--- src/hdl/qsl_pkg.sv ---
// shared constants, register map and pin bundle of the shift latch driver
package qsl_pkg;
  localparam int GROUPS = 4;
  localparam int STAGES = 8;
  localparam int CHANNELS = 32;
  localparam int FIFO_DEPTH = 16;
  localparam int LEVEL_W = 5;
  localparam int AXI_ADDR_W = 8;
  localparam logic [7:0] CTRL_OFFSET = 8'h00;
  localparam logic [7:0] STATUS_OFFSET = 8'h04;
  localparam logic [7:0] SNAP_OFFSET = 8'h08;
  localparam logic [7:0] LIVE_OFFSET = 8'h0c;
  localparam int CTRL_CAPTURE_BIT = 0;
  localparam int STATUS_DATA_BIT = 0;
  localparam int STATUS_OVERRUN_BIT = 1;
  localparam int STATUS_PENDING_BIT = 2;
  localparam int STATUS_LEVEL_LSB = 8;
  localparam logic CTRL_CAPTURE_RESET = 1'h0;
  localparam logic [CHANNELS-1:0] STAGE_RESET = 32'h0;
  localparam logic [1:0] RESP_OKAY = 2'h0;
  localparam logic [1:0] RESP_SLVERR = 2'h2;

  typedef struct packed {
    logic [GROUPS-1:0] serial_in;
    logic shift_clk;
    logic latch_transfer;
    logic forward_shift;
    logic [GROUPS-1:0] force_low_n;
    logic output_sel;
    logic invert_sel;
  } qsl_pins_type;

  // every logic pin idles high when left open
  localparam qsl_pins_type PINS_PULLED = 13'h1fff;
endpackage : qsl_pkg

--- src/hdl/qsl_driver.sv ---
// snapshot fifo and the 32-channel shift, latch and output driver
//
// Behaviour
// - four groups of eight shift stages
// - all four serial bits sampled on one edge
// - shift only on rising shift clock edge
// - direction high forward, low reverse, all groups
// - shifting ignores the latch control
// - latch high: latches follow the stages
// - latch low: latches hold their value
// - open logic inputs read as high
// - group force-low with invert high drives group low
`timescale 1ns/1ps

module qsl_fifo #(
  parameter int WIDTH = 32,
  parameter int DEPTH = 16,
  parameter int LEVEL_W = 5
) (
  // clock and reset
  input logic aclk,
  input logic aresetn,
  // filling side
  input logic in_valid,
  output logic in_ready,
  input logic [WIDTH-1:0] in_data,
  // draining side
  output logic out_valid,
  input logic out_ready,
  output logic [WIDTH-1:0] out_data,
  // fill level
  output logic [LEVEL_W-1:0] level
);
  localparam int PTR_W = $clog2(DEPTH);
  logic [DEPTH-1:0][WIDTH-1:0] store;
  logic [PTR_W-1:0] wr_ptr;
  logic [PTR_W-1:0] rd_ptr;
  logic push;
  logic pop;

  assign in_ready = level != LEVEL_W'(DEPTH);
  assign out_valid = level != '0;
  assign out_data = store[rd_ptr];
  assign push = in_valid && in_ready;
  assign pop = out_valid && out_ready;

  always_ff @(posedge aclk) begin
    if (push) begin
      store[wr_ptr] <= in_data;
    end
  end

  always_ff @(posedge aclk) begin
    if (!aresetn) begin
      wr_ptr <= '0;
      rd_ptr <= '0;
      level <= '0;
    end else begin
      if (push) begin
        wr_ptr <= (wr_ptr == PTR_W'(DEPTH - 1)) ? '0 : wr_ptr + 1'b1;
      end
      if (pop) begin
        rd_ptr <= (rd_ptr == PTR_W'(DEPTH - 1)) ? '0 : rd_ptr + 1'b1;
      end
      if (push && !pop) begin
        level <= level + 1'b1;
      end else if (pop && !push) begin
        level <= level - 1'b1;
      end
    end
  end
endmodule : qsl_fifo

module qsl_driver
  import qsl_pkg::*;
(
  // clock and reset
  input logic aclk,
  input logic aresetn,
  // controller pins, asynchronous to aclk
  input qsl_pins_type pins,
  // axi4-lite write address
  input logic [AXI_ADDR_W-1:0] s_axi_awaddr,
  input logic [2:0] s_axi_awprot,
  input logic s_axi_awvalid,
  output logic s_axi_awready,
  // axi4-lite write data
  input logic [31:0] s_axi_wdata,
  input logic [3:0] s_axi_wstrb,
  input logic s_axi_wvalid,
  output logic s_axi_wready,
  // axi4-lite write response
  output logic [1:0] s_axi_bresp,
  output logic s_axi_bvalid,
  input logic s_axi_bready,
  // axi4-lite read address
  input logic [AXI_ADDR_W-1:0] s_axi_araddr,
  input logic [2:0] s_axi_arprot,
  input logic s_axi_arvalid,
  output logic s_axi_arready,
  // axi4-lite read data
  output logic [31:0] s_axi_rdata,
  output logic [1:0] s_axi_rresp,
  output logic s_axi_rvalid,
  input logic s_axi_rready,
  // channel outputs
  output logic [CHANNELS-1:0] drive_output
);
  qsl_pins_type pin_meta;
  qsl_pins_type pin_s;
  logic clk_prev;
  logic latch_prev;
  logic shift_rise;
  logic latch_fall;
  logic [GROUPS-1:0][STAGES-1:0] stages;
  logic [CHANNELS-1:0] latched;
  logic [CHANNELS-1:0] next_drive;
  logic capture_en;
  logic pending;
  logic [CHANNELS-1:0] pending_word;
  logic overrun;
  logic fifo_in_ready;
  logic fifo_out_valid;
  logic fifo_pop;
  logic [CHANNELS-1:0] fifo_out_data;
  logic [LEVEL_W-1:0] fifo_level;
  logic [AXI_ADDR_W-1:0] aw_addr;
  logic aw_held;
  logic [31:0] w_data;
  logic [3:0] w_strb;
  logic w_held;
  logic do_write;
  logic ar_take;
  logic [31:0] next_rdata;
  logic [1:0] next_rresp;
  logic [31:0] status_word;

  // two-stage synchroniser; pulled-high idle value under reset
  always_ff @(posedge aclk) begin
    if (!aresetn) begin
      pin_meta <= PINS_PULLED;
      pin_s <= PINS_PULLED;
      clk_prev <= 1'b1;
      latch_prev <= 1'b1;
    end else begin
      pin_meta <= pins;
      pin_s <= pin_meta;
      clk_prev <= pin_s.shift_clk;
      latch_prev <= pin_s.latch_transfer;
    end
  end

  assign shift_rise = pin_s.shift_clk && !clk_prev;
  assign latch_fall = !pin_s.latch_transfer && latch_prev;

  // one shift register per group, all clocked by the same edge
  for (genvar g = 0; g < GROUPS; g++) begin : g_group
    always_ff @(posedge aclk) begin
      if (!aresetn) begin
        stages[g] <= STAGE_RESET[g*STAGES +: STAGES];
      end else if (shift_rise) begin
        if (pin_s.forward_shift) begin
          stages[g] <= {stages[g][STAGES-2:0], pin_s.serial_in[g]};
        end else begin
          stages[g] <= {pin_s.serial_in[g], stages[g][STAGES-1:1]};
        end
      end
    end

    always_comb begin
      if (!pin_s.output_sel) begin
        next_drive[g*STAGES +: STAGES] = {STAGES{!pin_s.invert_sel}};
      end else if (!pin_s.force_low_n[g] && pin_s.invert_sel) begin
        next_drive[g*STAGES +: STAGES] = '0;
      end else if (pin_s.invert_sel) begin
        next_drive[g*STAGES +: STAGES] = latched[g*STAGES +: STAGES];
      end else begin
        next_drive[g*STAGES +: STAGES] = ~latched[g*STAGES +: STAGES];
      end
    end
  end

  always_ff @(posedge aclk) begin
    if (!aresetn) begin
      latched <= STAGE_RESET;
    end else if (pin_s.latch_transfer) begin
      latched <= stages;
    end
  end

  always_ff @(posedge aclk) begin
    if (!aresetn) begin
      drive_output <= STAGE_RESET;
    end else begin
      drive_output <= next_drive;
    end
  end

  // a held latch word is queued for software; a full fifo stalls the hold
  always_ff @(posedge aclk) begin
    if (!aresetn) begin
      pending <= 1'b0;
      pending_word <= '0;
    end else if (latch_fall && capture_en && !(pending && !fifo_in_ready)) begin
      pending <= 1'b1;
      pending_word <= latched;
    end else if (fifo_in_ready) begin
      pending <= 1'b0;
    end
  end

  qsl_fifo #(
    .WIDTH(CHANNELS),
    .DEPTH(FIFO_DEPTH),
    .LEVEL_W(LEVEL_W)
  ) u_fifo (
    .aclk(aclk),
    .aresetn(aresetn),
    .in_valid(pending),
    .in_ready(fifo_in_ready),
    .in_data(pending_word),
    .out_valid(fifo_out_valid),
    .out_ready(fifo_pop),
    .out_data(fifo_out_data),
    .level(fifo_level)
  );

  // write channel: address and data taken in either order
  assign do_write = aw_held && w_held && !s_axi_bvalid;

  always_ff @(posedge aclk) begin
    if (!aresetn) begin
      aw_held <= 1'b0;
      aw_addr <= '0;
      w_held <= 1'b0;
      w_data <= '0;
      w_strb <= '0;
      s_axi_awready <= 1'b1;
      s_axi_wready <= 1'b1;
      s_axi_bvalid <= 1'b0;
      s_axi_bresp <= RESP_OKAY;
    end else begin
      if (s_axi_awvalid && s_axi_awready) begin
        aw_held <= 1'b1;
        aw_addr <= s_axi_awaddr;
        s_axi_awready <= 1'b0;
      end
      if (s_axi_wvalid && s_axi_wready) begin
        w_held <= 1'b1;
        w_data <= s_axi_wdata;
        w_strb <= s_axi_wstrb;
        s_axi_wready <= 1'b0;
      end
      if (do_write) begin
        aw_held <= 1'b0;
        w_held <= 1'b0;
        s_axi_bvalid <= 1'b1;
        s_axi_bresp <= (aw_addr == CTRL_OFFSET || aw_addr == STATUS_OFFSET) ?
          RESP_OKAY : RESP_SLVERR;
      end
      if (s_axi_bvalid && s_axi_bready) begin
        s_axi_bvalid <= 1'b0;
        s_axi_awready <= 1'b1;
        s_axi_wready <= 1'b1;
      end
    end
  end

  always_ff @(posedge aclk) begin
    if (!aresetn) begin
      capture_en <= CTRL_CAPTURE_RESET;
    end else if (do_write && aw_addr == CTRL_OFFSET && w_strb[0]) begin
      capture_en <= w_data[CTRL_CAPTURE_BIT];
    end
  end

  // sticky overrun: a new capture arriving while the hold is stalled; set wins
  always_ff @(posedge aclk) begin
    if (!aresetn) begin
      overrun <= 1'b0;
    end else if (latch_fall && capture_en && pending && !fifo_in_ready) begin
      overrun <= 1'b1;
    end else if (do_write && aw_addr == STATUS_OFFSET && w_strb[0] &&
                 w_data[STATUS_OVERRUN_BIT]) begin
      overrun <= 1'b0;
    end
  end

  // read channel
  assign ar_take = s_axi_arvalid && s_axi_arready;
  assign fifo_pop = ar_take && s_axi_araddr == SNAP_OFFSET && fifo_out_valid;

  always_comb begin
    status_word = '0;
    status_word[STATUS_DATA_BIT] = fifo_out_valid;
    status_word[STATUS_OVERRUN_BIT] = overrun;
    status_word[STATUS_PENDING_BIT] = pending;
    status_word[STATUS_LEVEL_LSB +: LEVEL_W] = fifo_level;
    next_rresp = RESP_OKAY;
    case (s_axi_araddr)
      CTRL_OFFSET: next_rdata = {31'h0, capture_en};
      STATUS_OFFSET: next_rdata = status_word;
      SNAP_OFFSET: next_rdata = fifo_out_valid ? fifo_out_data : 32'h0;
      LIVE_OFFSET: next_rdata = drive_output;
      default: begin
        next_rdata = 32'h0;
        next_rresp = RESP_SLVERR;
      end
    endcase
  end

  always_ff @(posedge aclk) begin
    if (!aresetn) begin
      s_axi_arready <= 1'b1;
      s_axi_rvalid <= 1'b0;
      s_axi_rdata <= 32'h0;
      s_axi_rresp <= RESP_OKAY;
    end else if (ar_take) begin
      s_axi_arready <= 1'b0;
      s_axi_rvalid <= 1'b1;
      s_axi_rdata <= next_rdata;
      s_axi_rresp <= next_rresp;
    end else if (s_axi_rvalid && s_axi_rready) begin
      s_axi_rvalid <= 1'b0;
      s_axi_arready <= 1'b1;
    end
  end
endmodule : qsl_driver

--- config.mk ---
export PLATFORM = sky130hd
export DESIGN_NAME = qsl_driver
export DESIGN_NICKNAME = d
export VERILOG_FILES = /design/src/hdl/qsl_pkg.sv /design/src/hdl/qsl_driver.sv
export SDC_FILE = /design/constraint.sdc
export NUM_CORES = 1
export LEC_CHECK = 0
export ABC_AREA = 0
export ABC_CLOCK_PERIOD_IN_PS = 6400
export BUFFER_PORTS_ARGS = -buffer_cell sky130_fd_sc_hd__buf_4
export CAP_MARGIN = 20
export CORE_MARGIN = 2
export CORE_UTILIZATION = 45
export CTS_CLUSTER_SIZE = 30
export DETAILED_ROUTE_END_ITERATION = 12
export GPL_TIMING_DRIVEN = 0
export MAX_ROUTING_LAYER = met4
export PLACE_DENSITY = 0.6
export SLEW_MARGIN = 10
export SYNTH_ARGS = -nofsm -noshare
export SYNTH_HDL_FRONTEND = slang
export SYNTH_SLANG_ARGS = --single-unit
--- constraint.sdc ---
create_clock -name aclk -period 6.4 [get_ports aclk]
set_input_delay 1.28 -clock aclk [delete_from_list [all_inputs] [get_ports aclk]]
set_output_delay 1.28 -clock aclk [all_outputs]
set_load 0.1 [all_outputs]
==> qor.txt, run 1 <==
status -> complete, no violations
Int Power -> 0.007779 W
Critical Path Start Type -> input port
worst-margin pin slew -> 1.134 ns
fraction of registers with async set/reset -> 0%
initial antenna violation count -> 6
pwr/cell area -> 292.5 mW/mm²
critical path type -> in -> reg
RSZ-0062 raised after global routing -> false
Die Wd -> 255.5 µm
post-CTS sizing -> 0
Setup crit end kind -> flop
GPL Wtd Cong -> 0.8486
reg2reg setup slack -> 2.58 ns
Slew headroom -> 24.40%
input/output buffers -> 107
GR Util All Layers -> 23.77%
min-delay src -> pin_meta[9]$_SDFF_PN1_
Reg-to-Reg Start -> u_fifo.level[0]$_SDFFE_PN0P_
Worst R2R Path Depth -> 14
reg-to-reg critical path endpoint -> u_fifo.level[4]$_SDFFE_PN0P_
worst vdd ir -> 0.1777 mV
P_sw -> 0.002050 W
number of fill cells -> 5,135
CTS max path bufs -> 3
Final HPWL DP -> 51.78 mm
CTS tree -> built
Post-CTS Hold Buffers -> 0
Avg WL per Cell -> 26.17 µm
routed vias -> 16,720
post-synthesis cell area -> 0.02847 mm²
Tmin final -> 4.274 ns
Synth-to-Final Area Change -> 18.04%
final worst path period share -> 66.79%
DIE AREA -> 0.06530 mm²
drt pass-1 iters -> 5
clock slew at reported path FFs -> 0.06 ns
H-Tree Level Count -> 3
clock power share -> 45.4%
post-route ant nets -> 0
commonest non-fill, non-tap cell in the layout -> edfxtp_1
Fin. Hold Viols -> 0
sequential area share after synthesis -> 69.75%
first-pass GRT wire length -> 109.2 mm
detailed router's first-iteration violation count -> 1,687
core footprint -> 0.06285 mm²
grt total ovfl -> 0
most frequent cells in the layout -> edfxtp_1, dfxtp_1, nand2_1, mux4_2, buf_4
clk sinks -> 736
Most used DFF post-synth -> edfxtp_1
cell depth of the worst hold path -> 1
layout cells sized above 1 -> 22.48%
Worst Path Arrival -> 4.80 ns
total wire length -> 76.01 mm
final core utilization -> 53.47%
Post-synth EDFFs -> 512
final setup fails -> 0
critical-path maximum fanout -> 10
switch share -> 20.86%
nets -> 2,085
TritonCTS Buffers -> 76
Root Driver -> clkbuf_16
leakage -> 11.93 nW
vias in the first global route -> 16,380
pins over their slew limit -> 0
Gate Count Post-Synth -> 1,769
number of max-cap violations -> 0
Mean Syn Cell Area -> 16.09 µm²
register area -> 0.01986 mm²
combinational power share -> 2.9%
WHS Endpoint -> pin_s[9]$_SDFF_PN1_
Worst-Skew Late Latency -> 0.62 ns
clock skew -> 0.02421 ns
hold slack -> 0.4031 ns
IO Count -> 151
Initial Util -> 45.30%
WP data required -> 6.93 ns
Vias per Instance -> 5.756
num rows -> 92
worst min path class -> reg -> reg
YS warnings -> 0
Multi-input gate area -> 0.008170 mm²
post-CTS setup buffer count -> 0
largest net degree at the start of global routing -> 19
Fmax -> 234.0 MHz
Final Power -> 0.009830 W
Die Span Y -> 255.5 µm
drt drc -> 0
Reg power frac -> 51.8%
count of cell types in the netlist -> 49
post-synthesis register bit count -> 736
-- cells in the mapped netlist (all sizes together), types with 29 or more instances --
| library cell | count | area share, % |
|---|---|---|
| mux2i | 85 | 3.0 |
| nor2b | 39 | 0.86 |
| edfxtp | 512 | 54 |
| nand2 | 201 | 2.7 |
| nor2 | 29 | 0.38 |
| clkbuf | 80 | 1.1 |
| dfxtp | 224 | 16 |
| buf | 41 | 0.73 |
| mux4 | 152 | 12 |
| o211a | 33 | 1.2 |
| nand3 | 119 | 2.1 |
| a21boi | 50 | 1.3 |
| nand2b | 34 | 0.75 |
| and3 | 33 | 0.73 |
-- cell families (layout without fill, tap and decap cells) --
family	count (synthesis)	in the layout	synth area share, %
AOI/OAI and AO/OA	157	157	4.193
muxes	244	244	15.29
other	1	5	0.01317
buffers and inverters	133	418	1.951
xor gates and xnor gates	4	4	0.1231
DFF	736	736	69.75
and+or+nand+nor	483	483	8.170
adders and majority gates	11	11	0.5098
-- how the worst max path moves through the flow --
stage                                      start                           end  slack [ns]
floorplan                        s_axi_araddr[5]  u_fifo.level[4]$_SDFFE_PN0P_        2.12
global placement    u_fifo.level[0]$_SDFFE_PN0P_   u_fifo.store[110]$_DFFE_PP_       -0.68
detailed placement               s_axi_araddr[5]  u_fifo.level[4]$_SDFFE_PN0P_        1.54
CTS                              s_axi_araddr[5]  u_fifo.level[4]$_SDFFE_PN0P_        2.16
global route                     s_axi_araddr[5]  u_fifo.level[4]$_SDFFE_PN0P_        2.00
finish                           s_axi_araddr[5]  u_fifo.level[4]$_SDFFE_PN0P_        2.13
-- stage by stage --
step,area [µm²],cells,setup TNS [ns],setup WS [ns]
floorplan,28470,1770,0,2.115
global placement,30340,2723,-63.52,-0.6788
detailed placement,31060,2760,0,1.543
CTS,33550,2897,0,2.164
global route,33600,2903,0,1.999
finish,33610,2904,0,2.126
-- area by class of cell --
class / count / area share, %
tap: 846 / 3.150
multi-input combinational: 901 / 24.31
antenna: 3 / 0.02234
inverter: 12 / 0.1340
clock inverter: 37 / 1.143
buffer: 121 / 1.519
clock buffer: 100 / 6.273
sequential: 736 / 59.09
timing repair buffer: 148 / 4.352
-- registers in the layout, summed over array words and instances, names as in the netlist, 5 cells and up --
signal,count
stages,32
u_fifo.store,512
s_axi_rdata,32
latched,32
u_fifo.level,5
pending_word,32
aw_addr,8
pin_s,13
pin_meta,13
drive_output,32
-- power groups by stage --
stage / logic, W / registers, W / clock network (W)
after floorplan: 0.000115 / 0.00525 / 0
after global placement: 0.000273 / 0.00519 / 0
after detailed placement: 0.000278 / 0.00519 / 0
after CTS: 0.000278 / 0.00509 / 0.00452
after global routing: 0.000296 / 0.00509 / 0.00469
final: 0.000281 / 0.00509 / 0.00446
-- routing by layer --
layer	track usage (%)	vias up	wire length, µm
met1	32.60	8685	32810
li1	-	7228	-
met2	35.28	677	34600
met5	-	-	0
met4	7.001	0	2063
met3	6.001	125	6544
-- worst max-delay path, stage by stage --
cell and delay [ns]:
buf_4 0.11, or4_4 0.54, or3_4 0.38, nor3_4 0.28, buf_6 0.24, buf_6 0.18
inv_1 0.11, ha_1 0.27, inv_1 0.14, ha_1 0.26, nor2b_1 0.14, o21a_1 0.17
or3_1 0.30, a21oi_1 0.19, mux2i_1 0.20
(Power assumes the default switching activity.)
==> run 2: changes to the inputs <==
--- a/config.mk
+++ b/config.mk
@@ -6,7 +6,7 @@
 export NUM_CORES = 1
 export LEC_CHECK = 0
 export ABC_AREA = 0
-export ABC_CLOCK_PERIOD_IN_PS = 6400
+export ABC_CLOCK_PERIOD_IN_PS = 3800
 export BUFFER_PORTS_ARGS = -buffer_cell sky130_fd_sc_hd__buf_4
 export CAP_MARGIN = 20
 export CORE_MARGIN = 2
@@ -15,7 +15,7 @@
 export DETAILED_ROUTE_END_ITERATION = 12
 export GPL_TIMING_DRIVEN = 0
 export MAX_ROUTING_LAYER = met4
-export PLACE_DENSITY = 0.6
+export PLACE_DENSITY = 0.62
 export SLEW_MARGIN = 10
 export SYNTH_ARGS = -nofsm -noshare
 export SYNTH_HDL_FRONTEND = slang
==> constraint.sdc (replaced) <==
create_clock -name aclk -period 3.8 [get_ports aclk]
set_input_delay 0.76 -clock aclk [delete_from_list [all_inputs] [get_ports aclk]]
set_output_delay 0.76 -clock aclk [all_outputs]
set_load 0.1 [all_outputs]
==> run 2 against run 1 <==
Power up 65%. Critical path depth unchanged. Utilization down 0.15 points. Via count down 0.38%. Final cell count down 0.14%. Non-clock buffer count up 1. Register-to-register slack worse by 2.3 ns. Clock-buffer cell count up 12. Critical path type unchanged. Critical endpoint unchanged.
==> qor.txt, run 2 (same netlist as run 1, synthesis figures left out) <==
total wire length -> 75.85 mm (-0.21%)
number of max-cap violations -> 0 (unchanged)
WP data required -> 4.34 ns (-2.59 ns)
worst-margin pin slew -> 1.130 ns (-0.003960 ns)
Synth-to-Final Area Change -> 17.71%
Setup crit end kind -> flop
drt pass-1 iters -> 5 (unchanged)
status -> complete, no violations
detailed router's first-iteration violation count -> 1,933 (+15%)
worst vdd ir -> 0.2756 mV (+55%)
Final HPWL DP -> 51.55 mm (-0.44%)
CTS tree -> built
Tmin final -> 3.680 ns
Setup WS pre-CTS -> -0.5796 ns (-2.122 ns)
most frequent cells in the layout -> edfxtp_1, dfxtp_1, nand2_1, mux4_2, buf_4
drt drc -> 0 (unchanged)
final worst path period share -> 96.84%
GR Util All Layers -> 23.84% (+0.075 points)
routed vias -> 16,650 (-0.38%)
H-Tree Level Count -> 3 (unchanged)
Worst Path Arrival -> 4.22 ns (-0.58 ns)
initial antenna violation count -> 1 (-5)
pins over their slew limit -> 0 (unchanged)
critical-path maximum fanout -> 10 (unchanged)
grt total ovfl -> 0 (unchanged)
Fin. Hold Viols -> 0 (unchanged)
GPL Wtd Cong -> 0.8576 (+1.1%)
Die Span Y -> 255.5 µm (unchanged)
Initial Util -> 45.30% (unchanged)
clock slew at reported path FFs -> 0.06 ns (about the same)
Top reg by flops -> u_fifo.store
CTS max path bufs -> 3 (unchanged)
layout cells sized above 1 -> 22.70% (+0.22 points)
post-route ant nets -> 0 (unchanged)
Final Power -> 0.01623 W (+65%)
critical path type -> in -> reg
Worst-Skew Late Latency -> 0.62 ns (about the same)
commonest non-fill, non-tap cell in the layout -> edfxtp_1
Die Wd -> 255.5 µm (unchanged)
clk sinks -> 736 (unchanged)
input/output buffers -> 107 (unchanged)
first-pass GRT wire length -> 109.8 mm (+0.59%)
clock skew -> 0.01863 ns (-0.005580 ns)
Root Driver -> clkbuf_16
Critical Path Start Type -> input port
vias in the first global route -> 16,310 (-0.44%)
final setup TNS -> 0 ns (unchanged)
RSZ-0062 raised after global routing -> false
TritonCTS Buffers -> 75 (-1.3%)
Fmax -> 271.7 MHz
reg2reg setup slack -> 0.27 ns (-2.31 ns)
num rows -> 92 (unchanged)
final setup fails -> 0 (unchanged)
worst min path class -> in -> reg
hold slack -> 0.3279 ns (-0.07521 ns)
core footprint -> 0.06285 mm² (unchanged)
pwr/cell area -> 484.2 mW/mm² (+66%)
Slew headroom -> 24.66% (+0.26 points)
IO Count -> 151 (unchanged)
Post-CTS Hold Buffers -> 0 (unchanged)
max reg flops -> 512 (unchanged)
DIE AREA -> 0.06530 mm² (unchanged)
Avg WL per Cell -> 26.16 µm (about the same)
nets -> 2,085 (unchanged)
Vias per Instance -> 5.742 (-0.24%)
largest net degree at the start of global routing -> 18 (-1)
leakage -> 11.91 nW (-0.16%)
setup ws final -> 0.1201 ns (-2.006 ns)
==> run 2: changes by cell type in the layout (fill, tap and decap cells not counted), moves of 2 or more <==
cell,change
buf_12,+6
buf_6,-2
diode_2,-2
clkinv_1,-6
clkinvlp_4,-4
bufinv_16,-7
buf_4,+2
buf_16,-4
clkbuf_8,+10
inv_6,+2
==> run 2: power by group <==
part | internal, W | total (W) | leakage [nW] | switching (W)
logic | 0.000135 | 0.000473 | 4.15 | 0.000339
registers | 0.00852 | 0.00857 | 6.56 | 0.0000491
clock network | 0.00420 | 0.00718 | 1.20 | 0.00298
==> run 2: cell type report <==
| cell class | count | area [µm²] |
|---|---|---|
| timing repair buffer | 149 | 1450 |
| clock buffer | 112 | 2275 |
| multi-input combinational | 901 | 8177 |
| buffer | 121 | 510.5 |
| tap | 846 | 1059 |
| antenna | 1 | 2.502 |
| sequential | 736 | 19860 |
| inverter | 12 | 45.04 |
| fill | 5139 | 29340 |
| clock inverter | 22 | 135.1 |
==> run 2: repair_timing <==
action / in CTS / in global routing
setup buffers: 0 / 1
hold endpoints to repair: 0 / 0
resized for setup: 1 / 0
setup endpoints to repair: 1 / 1
pin swaps: 0 / 1
==> run 2: stage by stage <==
step	instances	util [%]	cell area, µm²
global placement	2723	48.27	30340
finish	2900	53.32	33510
floorplan	1770	-	28470
detailed placement	2760	49.37	31030
CTS	2894	53.22	33450
global route	2899	53.32	33510
==> run 2: path summary, 6_finish.rpt <==
check,from,cells past startpoint,endpoint
worst max-delay path,s_axi_araddr[5],15,u_fifo.level[4]$_SDFFE_PN0P_
worst min-delay path,pins[0],2,pin_meta[0]$_SDFF_PN1_
worst max register to register,u_fifo.level[0]$_SDFFE_PN0P_,14,u_fifo.level[4]$_SDFFE_PN0P_
worst min register to register,pin_meta[3]$_SDFF_PN1_,1,pin_s[3]$_SDFF_PN1_
==> run 2: worst max-delay path, stage by stage <==
cell and delay [ns]:
buf_4 0.11, or4_4 0.54, or3_4 0.38, nor3_4 0.22, buf_6 0.21, buf_6 0.18
inv_1 0.13, ha_1 0.28, inv_1 0.14, ha_1 0.25, nor2b_1 0.13, o21a_1 0.17
or3_1 0.31, a21oi_1 0.20, mux2i_1 0.19
==> run 2: metal layers <==
metal	track usage, %	up-vias	part of all wire (%)
met5	-	-	0
met4	5.328	0	1.8
met3	3.724	102	7.6
met2	37.49	697	48
met1	33.09	8612	43
li1	-	7241	-
